===== src/rtl/sod_strap_map.vh =====
// Purpose: constants for the strap option decoder
// Assumes: 32-bit AXI4-Lite register bus, word aligned registers
// Notes:   offsets are byte addresses inside a 4-bit window
`ifndef SOD_STRAP_MAP_VH
`define SOD_STRAP_MAP_VH

// register byte offsets
`define SOD_ADDR_W          4
`define SOD_OFF_CONFIG      4'h0
`define SOD_OFF_STATUS      4'h4
`define SOD_OFF_CAPTURE     4'h8

// config register fields (read/write)
`define SOD_CFG_AUX_EN      0
`define SOD_CFG_ALT_AUX_EN  1
`define SOD_CFG_LOAD_DONE   2
`define SOD_CFG_W           3
`define SOD_CFG_RESET       3'h0

// status register fields (read only)
`define SOD_ST_DEV_OFF      0
`define SOD_ST_AUX_PWR      1
`define SOD_ST_JTAG         2
`define SOD_ST_LINK_DIS     3
`define SOD_ST_LINK_VALID   4
`define SOD_ST_LATCHED      5
`define SOD_ST_OPERATING    6
`define SOD_ST_PULLUP       7

// capture register fields (read only, latched strap levels)
`define SOD_CAP_DEBUG_PIN   0
`define SOD_CAP_LINK_PIN    1

// axi response codes
`define SOD_RESP_OKAY       2'h0
`define SOD_RESP_SLVERR     2'h2

// synchroniser depth and idle level of the disable pin
`define SOD_SYNC_STAGES     2
`define SOD_DISABLE_IDLE    1'b1

`endif


===== src/rtl/sod_sync.v =====
// Purpose: multi-bit two-flop level synchroniser
// Assumes: each bit is an independent slow level
// Notes:   the first stage feeds only the second stage
`timescale 1ns/1ps
module sod_sync #(
    parameter WIDTH     = 1,
    parameter RESET_VAL = 1'b1
) (
    input  wire             clk,
    input  wire             rst,
    input  wire [WIDTH-1:0] asyncIn,
    output wire [WIDTH-1:0] syncOut
);
    genvar i;
    generate
        for (i = 0; i < WIDTH; i = i + 1) begin : g_bit
            reg stageOne;
            reg stageTwo;
            always @(posedge clk) begin
                if (rst) begin
                    stageOne <= RESET_VAL;
                    stageTwo <= RESET_VAL;
                end else begin
                    stageOne <= asyncIn[i];
                    stageTwo <= stageOne;
                end
            end
            assign syncOut[i] = stageTwo;
        end
    endgenerate
endmodule


===== src/rtl/sod_strap_capture.v =====
// Purpose: power-good edge detection and sampled strap capture
// Assumes: power good and strap pins synchronous to clk
// Notes:   captured values only change at a power-good rising edge or at load completion
`timescale 1ns/1ps
`include "sod_strap_map.vh"
module sod_strap_capture (
    input  wire clk,
    input  wire rst,
    input  wire powerGood,
    input  wire debugPin,
    input  wire linkPin,
    input  wire loadDone,
    output reg  powerGoodEvent,
    output reg  operating,
    output reg  pullupEn,
    output reg  debugLatched,
    output reg  strapsLatched,
    output reg  linkLatched,
    output reg  linkValid
);
    reg powerGoodPrev;
    reg loadDonePrev;
    wire pgRise   = powerGood & ~powerGoodPrev;
    wire loadRise = loadDone & ~loadDonePrev;

    always @(posedge clk) begin
        if (rst) begin
            powerGoodPrev  <= 1'b0;
            loadDonePrev   <= 1'b0;
            powerGoodEvent <= 1'b0;
            operating      <= 1'b0;
            pullupEn       <= 1'b1;
            debugLatched   <= 1'b1;
            strapsLatched  <= 1'b0;
            linkLatched    <= 1'b1;
            linkValid      <= 1'b0;
        end else begin
            powerGoodPrev  <= powerGood;
            loadDonePrev   <= loadDone;
            powerGoodEvent <= pgRise;
            if (pgRise) begin
                operating     <= 1'b1;
                pullupEn      <= 1'b0;
                debugLatched  <= debugPin;
                strapsLatched <= 1'b1;
                linkValid     <= 1'b0;
            end else begin
                if (!powerGood) begin
                    operating <= 1'b0;
                    // pull-up comes back while power is not good, so an open pin reads high
                    pullupEn  <= 1'b1;
                end
                // link strap sampled once per power-good cycle, then frozen
                if (loadRise && strapsLatched && !linkValid) begin
                    linkLatched <= linkPin;
                    linkValid   <= 1'b1;
                end
            end
        end
    end
endmodule


===== src/rtl/sod_strap_decoder.v =====
// Purpose: decodes board strap pins into operating modes, with an AXI4-Lite register port
// Assumes: single 40 MHz clock; strap pins other than the disable pin are synchronous
// Notes:   one write and one read may be in flight at once; answers come one cycle after acceptance
`timescale 1ns/1ps
`include "sod_strap_map.vh"
// Operation
// - disable pin low forces device-off mode regardless of all other straps
// - aux power taken from soft pin three high when alt aux enable is set, else from disable pin high when aux enable is set
// - both configuration aux enable bits zero means aux power mode enabled
// - debug strap sampled at power-good event, low gives JTAG; pulled up until then
// - host link disable is active low, valid only after configuration load completes
// - host link disable comes from its own pin, soft pin one
// - disable pin is asynchronous and synchronised before mode logic uses it
// - power-good rising edge initialises operation and latches the debug strap
module sod_strap_decoder (
    input  wire        clk,
    input  wire        rst,
    input  wire        device_disable_n_pin,
    input  wire        soft_pin_three,
    input  wire        soft_pin_one,
    input  wire        power_good_in,
    input  wire        debug_port_strap,
    output reg         deviceOffMode,
    output reg         auxPowerMode,
    output reg         jtagMode,
    output reg         host_link_disable_n,
    output reg         hostLinkValid,
    output reg         power_good_event,
    output reg         deviceOperating,
    output reg         debugPullupEn,
    input  wire [3:0]  s_axi_awaddr,
    input  wire [2:0]  s_axi_awprot,
    input  wire        s_axi_awvalid,
    output reg         s_axi_awready,
    input  wire [31:0] s_axi_wdata,
    input  wire [3:0]  s_axi_wstrb,
    input  wire        s_axi_wvalid,
    output reg         s_axi_wready,
    output reg  [1:0]  s_axi_bresp,
    output reg         s_axi_bvalid,
    input  wire        s_axi_bready,
    input  wire [3:0]  s_axi_araddr,
    input  wire [2:0]  s_axi_arprot,
    input  wire        s_axi_arvalid,
    output reg         s_axi_arready,
    output reg  [31:0] s_axi_rdata,
    output reg  [1:0]  s_axi_rresp,
    output reg         s_axi_rvalid,
    input  wire        s_axi_rready
);
    // ------------------------------------------------------------------
    // configuration register
    reg  [`SOD_CFG_W-1:0] cfgBits;
    wire                  cfgAuxEn;
    wire                  cfgAltAuxEn;
    wire                  cfgLoadDone;

    assign cfgAuxEn    = cfgBits[`SOD_CFG_AUX_EN];
    assign cfgAltAuxEn = cfgBits[`SOD_CFG_ALT_AUX_EN];
    assign cfgLoadDone = cfgBits[`SOD_CFG_LOAD_DONE];

    // ------------------------------------------------------------------
    // disable pin synchroniser
    // the pin may move at any time; two flops keep metastability out of the mode logic
    wire disableSync;

    sod_sync #(
        .WIDTH     (1),
        .RESET_VAL (`SOD_DISABLE_IDLE)
    ) u_disable_sync (
        .clk     (clk),
        .rst     (rst),
        .asyncIn (device_disable_n_pin),
        .syncOut (disableSync)
    );

    // ------------------------------------------------------------------
    // power-good driven strap capture
    // the debug strap counts at the power-good edge, the link strap at load completion; later pin activity is ignored
    wire capEvent;
    wire capOperating;
    wire capPullup;
    wire capDebug;
    wire capLatched;
    wire capLink;
    wire capLinkValid;

    sod_strap_capture u_capture (
        .clk            (clk),
        .rst            (rst),
        .powerGood      (power_good_in),
        .debugPin       (debug_port_strap),
        .linkPin        (soft_pin_one),
        .loadDone       (cfgLoadDone),
        .powerGoodEvent (capEvent),
        .operating      (capOperating),
        .pullupEn       (capPullup),
        .debugLatched   (capDebug),
        .strapsLatched  (capLatched),
        .linkLatched    (capLink),
        .linkValid      (capLinkValid)
    );

    // ------------------------------------------------------------------
    // mode decode
    reg next_auxPowerMode;
    reg next_deviceOffMode;
    reg next_jtagMode;
    reg next_hostLinkDisableN;

    always @* begin
        next_deviceOffMode    = ~disableSync;
        next_jtagMode         = capLatched & ~capDebug;
        // link strap reads inactive (high) until it is valid
        next_hostLinkDisableN = 1'b1;
        if (capLinkValid) begin
            next_hostLinkDisableN = capLink;
        end
        if (!cfgAuxEn && !cfgAltAuxEn) begin
            next_auxPowerMode = 1'b1;
        end else if (cfgAltAuxEn) begin
            next_auxPowerMode = soft_pin_three;
        end else begin
            next_auxPowerMode = disableSync;
        end
    end

    always @(posedge clk) begin
        if (rst) begin
            deviceOffMode       <= 1'b0;
            auxPowerMode        <= 1'b0;
            jtagMode            <= 1'b0;
            host_link_disable_n <= 1'b1;
            hostLinkValid       <= 1'b0;
            power_good_event    <= 1'b0;
            deviceOperating     <= 1'b0;
            debugPullupEn       <= 1'b1;
        end else begin
            deviceOffMode       <= next_deviceOffMode;
            auxPowerMode        <= next_auxPowerMode;
            jtagMode            <= next_jtagMode;
            host_link_disable_n <= next_hostLinkDisableN;
            hostLinkValid       <= capLinkValid;
            power_good_event    <= capEvent;
            deviceOperating     <= capOperating;
            debugPullupEn       <= capPullup;
        end
    end

    // ------------------------------------------------------------------
    // read-back words
    wire [31:0] statusWord;
    wire [31:0] captureWord;
    wire [31:0] configWord;

    assign configWord  = {{(32-`SOD_CFG_W){1'b0}}, cfgBits};
    assign statusWord  = {24'h000000,
                          debugPullupEn,
                          deviceOperating,
                          capLatched,
                          hostLinkValid,
                          ~host_link_disable_n,
                          jtagMode,
                          auxPowerMode,
                          deviceOffMode};
    assign captureWord[31:2]               = 30'h0;
    assign captureWord[`SOD_CAP_DEBUG_PIN] = capDebug;
    assign captureWord[`SOD_CAP_LINK_PIN]  = capLink;

    // ------------------------------------------------------------------
    // axi write channel: address and data accepted in either order
    reg        awHeld;
    reg        wHeld;
    reg [3:0]  awAddr;
    reg [31:0] wData;
    reg [3:0]  wStrb;

    wire        awTake;
    wire        wTake;
    wire        haveAw;
    wire        haveW;
    wire [3:0]  curAwAddr;
    wire [31:0] curWData;
    wire [3:0]  curWStrb;
    wire        doWrite;
    wire [3:0]  wrWordAddr;
    wire        wrHitConfig;
    wire        wrHitReadOnly;

    assign awTake        = s_axi_awvalid & s_axi_awready;
    assign wTake         = s_axi_wvalid & s_axi_wready;
    assign haveAw        = awHeld | awTake;
    assign haveW         = wHeld | wTake;
    assign curAwAddr     = awTake ? s_axi_awaddr : awAddr;
    assign curWData      = wTake ? s_axi_wdata : wData;
    assign curWStrb      = wTake ? s_axi_wstrb : wStrb;
    assign doWrite       = haveAw & haveW & ~s_axi_bvalid;
    // low two address bits are ignored: every register is one aligned word
    assign wrWordAddr    = {curAwAddr[3:2], 2'b00};
    assign wrHitConfig   = (wrWordAddr == `SOD_OFF_CONFIG);
    assign wrHitReadOnly = (wrWordAddr == `SOD_OFF_STATUS) || (wrWordAddr == `SOD_OFF_CAPTURE);

    always @(posedge clk) begin
        if (rst) begin
            awHeld        <= 1'b0;
            wHeld         <= 1'b0;
            awAddr        <= 4'h0;
            wData         <= 32'h00000000;
            wStrb         <= 4'h0;
            s_axi_awready <= 1'b0;
            s_axi_wready  <= 1'b0;
            s_axi_bvalid  <= 1'b0;
            s_axi_bresp   <= `SOD_RESP_OKAY;
            cfgBits       <= `SOD_CFG_RESET;
        end else begin
            if (awTake) begin
                awAddr <= s_axi_awaddr;
            end
            if (wTake) begin
                wData <= s_axi_wdata;
                wStrb <= s_axi_wstrb;
            end
            if (doWrite) begin
                awHeld       <= 1'b0;
                wHeld        <= 1'b0;
                s_axi_bvalid <= 1'b1;
                if (wrHitConfig) begin
                    s_axi_bresp <= `SOD_RESP_OKAY;
                    if (curWStrb[0]) begin
                        cfgBits <= curWData[`SOD_CFG_W-1:0];
                    end
                end else if (wrHitReadOnly) begin
                    // read-only words ignore the data but answer OKAY
                    s_axi_bresp <= `SOD_RESP_OKAY;
                end else begin
                    s_axi_bresp <= `SOD_RESP_SLVERR;
                end
            end else begin
                if (awTake) begin
                    awHeld <= 1'b1;
                end
                if (wTake) begin
                    wHeld <= 1'b1;
                end
                if (s_axi_bvalid && s_axi_bready) begin
                    s_axi_bvalid <= 1'b0;
                end
            end
            // ready only while that half is not yet captured and no response waits
            s_axi_awready <= ~haveAw & ~s_axi_bvalid & ~doWrite & ~s_axi_awready;
            s_axi_wready  <= ~haveW & ~s_axi_bvalid & ~doWrite & ~s_axi_wready;
        end
    end

    // ------------------------------------------------------------------
    // axi read channel
    wire        arTake;
    wire [3:0]  rdWordAddr;
    wire        rdHitConfig;
    wire        rdHitStatus;
    wire        rdHitCapture;
    reg  [31:0] next_rdata;
    reg  [1:0]  next_rresp;

    assign arTake       = s_axi_arvalid & s_axi_arready;
    assign rdWordAddr   = {s_axi_araddr[3:2], 2'b00};
    assign rdHitConfig  = (rdWordAddr == `SOD_OFF_CONFIG);
    assign rdHitStatus  = (rdWordAddr == `SOD_OFF_STATUS);
    assign rdHitCapture = (rdWordAddr == `SOD_OFF_CAPTURE);

    always @* begin
        if (rdHitConfig) begin
            next_rdata = configWord;
            next_rresp = `SOD_RESP_OKAY;
        end else if (rdHitStatus) begin
            next_rdata = statusWord;
            next_rresp = `SOD_RESP_OKAY;
        end else if (rdHitCapture) begin
            next_rdata = captureWord;
            next_rresp = `SOD_RESP_OKAY;
        end else begin
            next_rdata = 32'h00000000;
            next_rresp = `SOD_RESP_SLVERR;
        end
    end

    // rdata is held with rvalid, so a slow master still sees the word it asked for
    always @(posedge clk) begin
        if (rst) begin
            s_axi_arready <= 1'b0;
            s_axi_rvalid  <= 1'b0;
            s_axi_rdata   <= 32'h00000000;
            s_axi_rresp   <= `SOD_RESP_OKAY;
        end else begin
            s_axi_arready <= ~s_axi_rvalid & ~arTake & ~s_axi_arready;
            if (arTake) begin
                s_axi_rvalid <= 1'b1;
                s_axi_rdata  <= next_rdata;
                s_axi_rresp  <= next_rresp;
            end else if (s_axi_rvalid && s_axi_rready) begin
                s_axi_rvalid <= 1'b0;
            end
        end
    end
endmodule


===== config.mk =====
export PLATFORM = sky130hd
export DESIGN_NAME = sod_strap_decoder
export DESIGN_NICKNAME = d
export VERILOG_FILES = /design/src/rtl/sod_sync.v /design/src/rtl/sod_strap_capture.v /design/src/rtl/sod_strap_decoder.v
export VERILOG_INCLUDE_DIRS = /design/src /design/src/rtl
export SDC_FILE = /design/constraint.sdc
export NUM_CORES = 1
export LEC_CHECK = 0
export ABC_AREA = 1
export BUFFER_PORTS_ARGS = -buffer_cell sky130_fd_sc_hd__buf_2
export CAP_MARGIN = 20
export CORE_MARGIN = 5
export CORE_UTILIZATION = 46
export CTS_CLUSTER_DIAMETER = 40
export CTS_CLUSTER_SIZE = 24
export DETAILED_ROUTE_END_ITERATION = 7
export GPL_TIMING_DRIVEN = 0
export PLACE_DENSITY = 0.84
export SLEW_MARGIN = 20
export SYNTH_ARGS = -nofsm -noshare
export SYNTH_HDL_FRONTEND = slang
export SYNTH_SLANG_ARGS = --single-unit

===== constraint.sdc =====
create_clock -name clk -period 2.7 [get_ports clk]
set_input_delay 0.135 -clock clk [delete_from_list [all_inputs] [get_ports clk]]
set_output_delay 0.135 -clock clk [all_outputs]
set_load 0.03 [all_outputs]

Yosys cells after proc, flatten, opt, wreduce, memory -nomap -nowiden

Index checks and enable logic that the tools add are counted.

Flip-flop bits (word level): 73
Input port bits: 62
Word-level logic and storage cells: 112

Eq/ne operators: 5
Muxes and demuxes: 21
Bitwise gates (word level): 34
Reductions and logical operators: 18

Operators with widths:

| kind                                                  | number |
|---|---|
| bitwise AND 1 bit                                     | 16 |
| 2-to-1 mux 8 bit                                      | 2 |
| NOT 1 bit                                             | 16 |
| 2-to-1 mux 2 bit                                      | 6 |
| 2-to-1 mux 1 bit                                      | 11 |
| zero test 4 bit                                       | 2 |
| OR reduction 2 bit                                    | 3 |
| logical AND 1 bit                                     | 5 |
| == test 2 x 1 -> 1 bit, second input constant         | 2 |
| == test 2 bit, second input constant                  | 2 |
| 2-to-1 mux 4 bit                                      | 1 |
| nonzero test 2 bit                                    | 2 |
| zero test 1 bit                                       | 3 |
| 2-to-1 mux 3 bit                                      | 1 |
| AND reduction 3 bit                                   | 1 |
| inequality test 2 x 1 -> 1 bit, second input constant | 1 |
| OR 1 bit                                              | 2 |
| AND reduction 2 bit                                   | 1 |
| logical OR 1 bit                                      | 1 |

Longest topological paths before layout

Word-level depth: 7
Gate-level depth with buffers: 7

Cells and area by module

From an unflattened synthesis, not the netlist that was laid out.

Cells, all modules: 226
Area total of the unflattened synthesis: 1831.8 um2

Modules (own cells, without submodules):

| module            | instances | cells each | area each (um2) |
|---|---|---|---|
| sod_strap_decoder | 1         | 183        | 1476.4 |
| sod_strap_capture | 1         | 36         | 296.5 |
| sod_sync          | 1         | 7          | 58.8 |

Worst setup path after synthesis

No wires, ideal clock.

Path type: reg-to-reg
Start: register s_axi_wready
End: register cfgBits[0]
Setup time: 0.115 ns
Data arrival time: 1.154 ns
Path slack: 1.431 ns
Stages on the path, launching flop included: 8
Period minus slack after synthesis: 1.269 ns
Cells stage by stage: dfxtp_1 > nand2_4 > nand2_2 > o21ai_4 > nor2_8 > nand3_1 > nand2_1 > nor2_1

Cells in the longest elaborated chain, start to end: 5
Elaborated cells between the ends (all ways): 7
Classes of those cells: mux: 2; bitwise: 4; reduce/logical: 1

Ends and longest elaborated chain:

| element                              | RTL line                | RTL |
|---|---|---|
| start, declared                      | sod_strap_decoder.v:38  | `output reg s_axi_wready,` |
| start signal, assigned               | sod_strap_decoder.v:251 | `s_axi_wready <= ~haveW & ~s_axi_bvalid & ~doWrite & ~s_axi_wready;` |
| bitwise AND 1 bit (*)                | sod_strap_decoder.v:191 | `assign wTake = s_axi_wvalid & s_axi_wready;` |
| OR 1 bit                             | sod_strap_decoder.v:193 | `assign haveW = wHeld \| wTake;` |
| bitwise AND 1 bit (2 in series)      | sod_strap_decoder.v:197 | `assign doWrite = haveAw & haveW & ~s_axi_bvalid;` |
| AND reduction 3 bit (no source line) | -                       |  |
| end signal, assigned                 | sod_strap_decoder.v:214 | `` cfgBits <= `SOD_CFG_RESET; `` |
| end signal, assigned                 | sod_strap_decoder.v:230 | `` cfgBits <= curWData[`SOD_CFG_W-1:0]; `` |
| end, declared                        | sod_strap_decoder.v:53  | `` reg [`SOD_CFG_W-1:0] cfgBits; `` |

Mark *: on every way between the ends. The rest lies on a longest branch, timed or not.
A chain may end at the register's enable or synchronous reset.

Worst setup path after layout

Start: register s_axi_awready
End: register cfgBits[1]

Cells in the longest elaborated chain, start to end: 5
Elaborated cells between the ends (all ways): 7
Classes of those cells: mux: 1; bitwise: 4; reduce/logical: 2

Ends and longest elaborated chain:

| element                                  | RTL line                | RTL |
|---|---|---|
| start, declared                          | sod_strap_decoder.v:34  | `output reg s_axi_awready,` |
| start signal, assigned                   | sod_strap_decoder.v:250 | `s_axi_awready <= ~haveAw & ~s_axi_bvalid & ~doWrite & ~s_axi_awready;` |
| bitwise AND 1 bit (*)                    | sod_strap_decoder.v:190 | `assign awTake = s_axi_awvalid & s_axi_awready;` |
| OR 1 bit                                 | sod_strap_decoder.v:192 | `assign haveAw = awHeld \| awTake;` |
| bitwise AND 1 bit (2 in series)          | sod_strap_decoder.v:197 |  |
| AND reduction 3 bit (no source line) (*) | -                       |  |

Marks and branches as above.

==> flow_metrics.env <==
export IMPL_synth_simple_area_share=0.240
export IMPL_hold_path_class="in2reg"
export IMPL_grt_use_total=0.146
export IMPL_drtPass1Iterations=4
export IMPL_postCtsSetupBuffers=0
export IMPL_fill_cells=373
export IMPL_rr_startpoint="s_axi_awready"
export IMPL_synth_edf_count=0
export IMPL_dr_max_layer_used="met4"
export IMPL_synth_top_family_by_area="simple AND/OR/NAND/NOR gates"
export IMPL_viasPerCell=4.26
export IMPL_wl_per_cell_um=10.6
export IMPL_drtAntennaViolNets=0
export IMPL_fp_coreArea_um2=3940
export IMPL_synth_seq_cells=45
export IMPL_die_area_um2=5350
export IMPL_totalWireLength_mm=3.70
export IMPL_finalPower_w=0.00146
export IMPL_startpoint="s_axi_awready"
export IMPL_ir_drop_v=0.000301
export IMPL_drtIter0Drc=110
export IMPL_vias=1483
export IMPL_yosysWarnings=0
export IMPL_arrival_ns=1.35
export IMPL_synthArstFlopShare=0
export IMPL_clock_skew_ns=0.00396
export IMPL_synthXorXnorAreaFrac=0
export IMPL_final_setup_tns_ns=0
export IMPL_grt_overflow_total=0
export IMPL_cts_resized=0
export IMPL_routabilityCongestion=0.837
export IMPL_slew_violations=0
export IMPL_fin_nets=359
export IMPL_first_global_vias=1386
export IMPL_die_w_um=73.1
export IMPL_max_cap_violations=0
export IMPL_dp_hpwl_mm=2.89
export IMPL_start_kind="register"
export IMPL_wl_met1_mm=1.59
export IMPL_rsz0062_at_grt="false"
export IMPL_area_growth_pct=26.3
export IMPL_hold_start="device_disable_n_pin"
export IMPL_cts_htree_levels=2
export IMPL_grt_max_degree=14
export IMPL_num_rows=23
export IMPL_synth_avg_cell_area_um2=8.23
export IMPL_place_area_um2=2200
export IMPL_final_area_um2=2320
export IMPL_yosys_area_share_adder=0
export IMPL_drc=0
export IMPL_ys_seq_area_frac=0.491
export IMPL_start_util=0.465
export IMPL_reg2regPathDepth=7
export IMPL_crit_fanout=6
export IMPL_critPathRequiredTime_ns=2.90
export IMPL_num_antenna_cells=0
export IMPL_synth_ff_type="dfxtp_1"
export IMPL_path_class="reg2reg"
export IMPL_synth_top_cell_by_area="dfxtp_1"
export IMPL_fin_crit_sh=0.428
export IMPL_clkTransAtPathRegs_ns=0.08
export IMPL_synthCells=223
export IMPL_p_per_area_nw_per_um2=632
export IMPL_met2_length_mm=1.76
export IMPL_io_pins=111
export IMPL_grt_pass1_wl_mm=6.06
export IMPL_synth_top_area_frac=0.491
export IMPL_antenna_found_initial=0
export IMPL_timing_final_hold_violations=0
export IMPL_synthMuxAreaShare=0
export IMPL_rrSetupSlack_ns=1.54
export IMPL_numCtsBuffers=5
export IMPL_synth_area_um2=1830
export IMPL_drive_above_1_share=0.319
export IMPL_period_needed_ns=1.16
export IMPL_status="finished, final reports clean"
export IMPL_clockRootBuffer="clkbuf_8"
export IMPL_hold_buffers=0
export IMPL_clock_sinks=45
export IMPL_worstReg2RegEnd="cfgBits[1]"
export IMPL_crit_path_end_kind="register"
export IMPL_routed_wl_met3_um=281
export IMPL_synthTopCellsByArea="dfxtp_1 49%, buf_4 11%, nand2_1 7.6%"
export IMPL_critical_path_endpoint="cfgBits[1]"
export IMPL_synth_compound_area_frac=0.0928
export IMPL_clockBufferDepth=2
export IMPL_finalSetupViolCount=0
export IMPL_die_y_um=73.1
export IMPL_yosys_cell_types_count=28
export IMPL_fmax_mhz=865
export IMPL_io_buffers=42
export IMPL_p_leak_nw=1.19
export IMPL_cts_tree="built"
export IMPL_insertion_delay_ns=0.30
[worst max-delay path, stage by stage, from the launching register on]
cell and delay [ns]:
dfxtp_1 0.42, nand2_2 0.11, nand2_1 0.08, nand2_2 0.07
nor2_4 0.17, nand3_1 0.09, nand2_1 0.07, nor2_1 0.04
[per-layer routing]
layer / vias up / GRT usage
li1: 794 / -
met5: - / 0
met4: 0 / 0.0676
met3: 6 / 0.0372
met1: 635 / 0.176
met2: 48 / 0.242
[logic make-up (layout without fill, tap and decap cells)]
kind of cell / after synthesis / count (layout)
simple gates: 89 / 89
buf+inv: 58 / 108
flops: 45 / 45
compound gates: 30 / 30
other cells: 1 / 26
[stage by stage]
stage / setup slack (ns) / hold WS [ns] / instances / utilization
floorplan: 1.43 / 0.216 / 248 / -
global placement: 1.59 / 0.327 / 340 / 0.558
detailed placement: 1.56 / 0.327 / 340 / 0.558
CTS: 1.54 / 0.0154 / 348 / 0.588
global route: 1.45 / 0.0128 / 348 / 0.588
finish: 1.54 / 0.0178 / 348 / 0.588
[power breakdown]
| part | leakage, nW | switching, W | internal, W | total (W) |
|---|---|---|---|---|
| Combinational | 0.766 | 0.000160 | 0.0000771 | 0.000237 |
| Clock | 0.0585 | 0.000215 | 0.000302 | 0.000517 |
| Sequential | 0.368 | 0.0000170 | 0.000694 | 0.000711 |
| Total | 1.19 | 0.000392 | 0.00107 | 0.00146 |
[worst min-delay path by stage]
| stage | end | slack, ns | depth (start not counted) |
|---|---|---|---|
| after floorplan | awAddr[3] | 0.22 | 1 |
| after global placement | u_disable_sync.g_bit[0].stageOne | 0.33 | 2 |
| after detailed placement | u_disable_sync.g_bit[0].stageOne | 0.33 | 2 |
| after CTS | u_disable_sync.g_bit[0].stageOne | 0.02 | 2 |
| after global routing | u_disable_sync.g_bit[0].stageOne | 0.01 | 2 |
| final | u_disable_sync.g_bit[0].stageOne | 0.02 | 2 |
[registers in the layout (all words and copies together) (netlist names), 2 cells and up]
name         cells
awAddr           2
s_axi_rdata      8
cfgBits          3
wData            3
[placed cells by master, fill, tap and decap left out, types with 2 or more instances in the layout]
cell type,netlist,final
buf_2,3,45
o21ai_0,10,10
dfxtp_1,45,45
inv_2,2,2
nor4_1,2,2
nand2_4,2,2
nor3_1,3,3
or2_2,3,3
conb_1,1,26
nand3_1,8,8
a21oi_1,14,14
nand2_2,4,4
a31oi_1,3,3
buf_4,26,26
clkbuf_1,1,2
nor2_1,24,24
nand2_1,37,37
inv_1,25,25
clkbuf_8,0,6
[layout make-up]
| type | count | area [um^2] | share of cell area |
|---|---|---|---|
| flip-flops and latches | 45 | 901 | 0.389 |
| multi-input cells | 145 | 708 | 0.306 |
| plain buffers | 30 | 214 | 0.0923 |
| repair buffers | 42 | 210 | 0.0907 |
| inverters | 28 | 105 | 0.0454 |
| clock buffers | 7 | 86.3 | 0.0373 |
| well taps | 50 | 62.6 | 0.0270 |
| clock inverters | 1 | 30.0 | 0.0130 |
[Yosys cell counts (2+ instances only)]
cell	number
a31oi_1	3
nand2_2	4
inv_2	2
nand2_4	2
or2_2	3
nor2_1	24
nor4_1	2
nand2_1	37
dfxtp_1	45
a21oi_1	14
nor3_1	3
nand3_1	8
inv_1	25
buf_2	3
o21ai_0	10
buf_4	26
(Power assumes the default switching activity.)
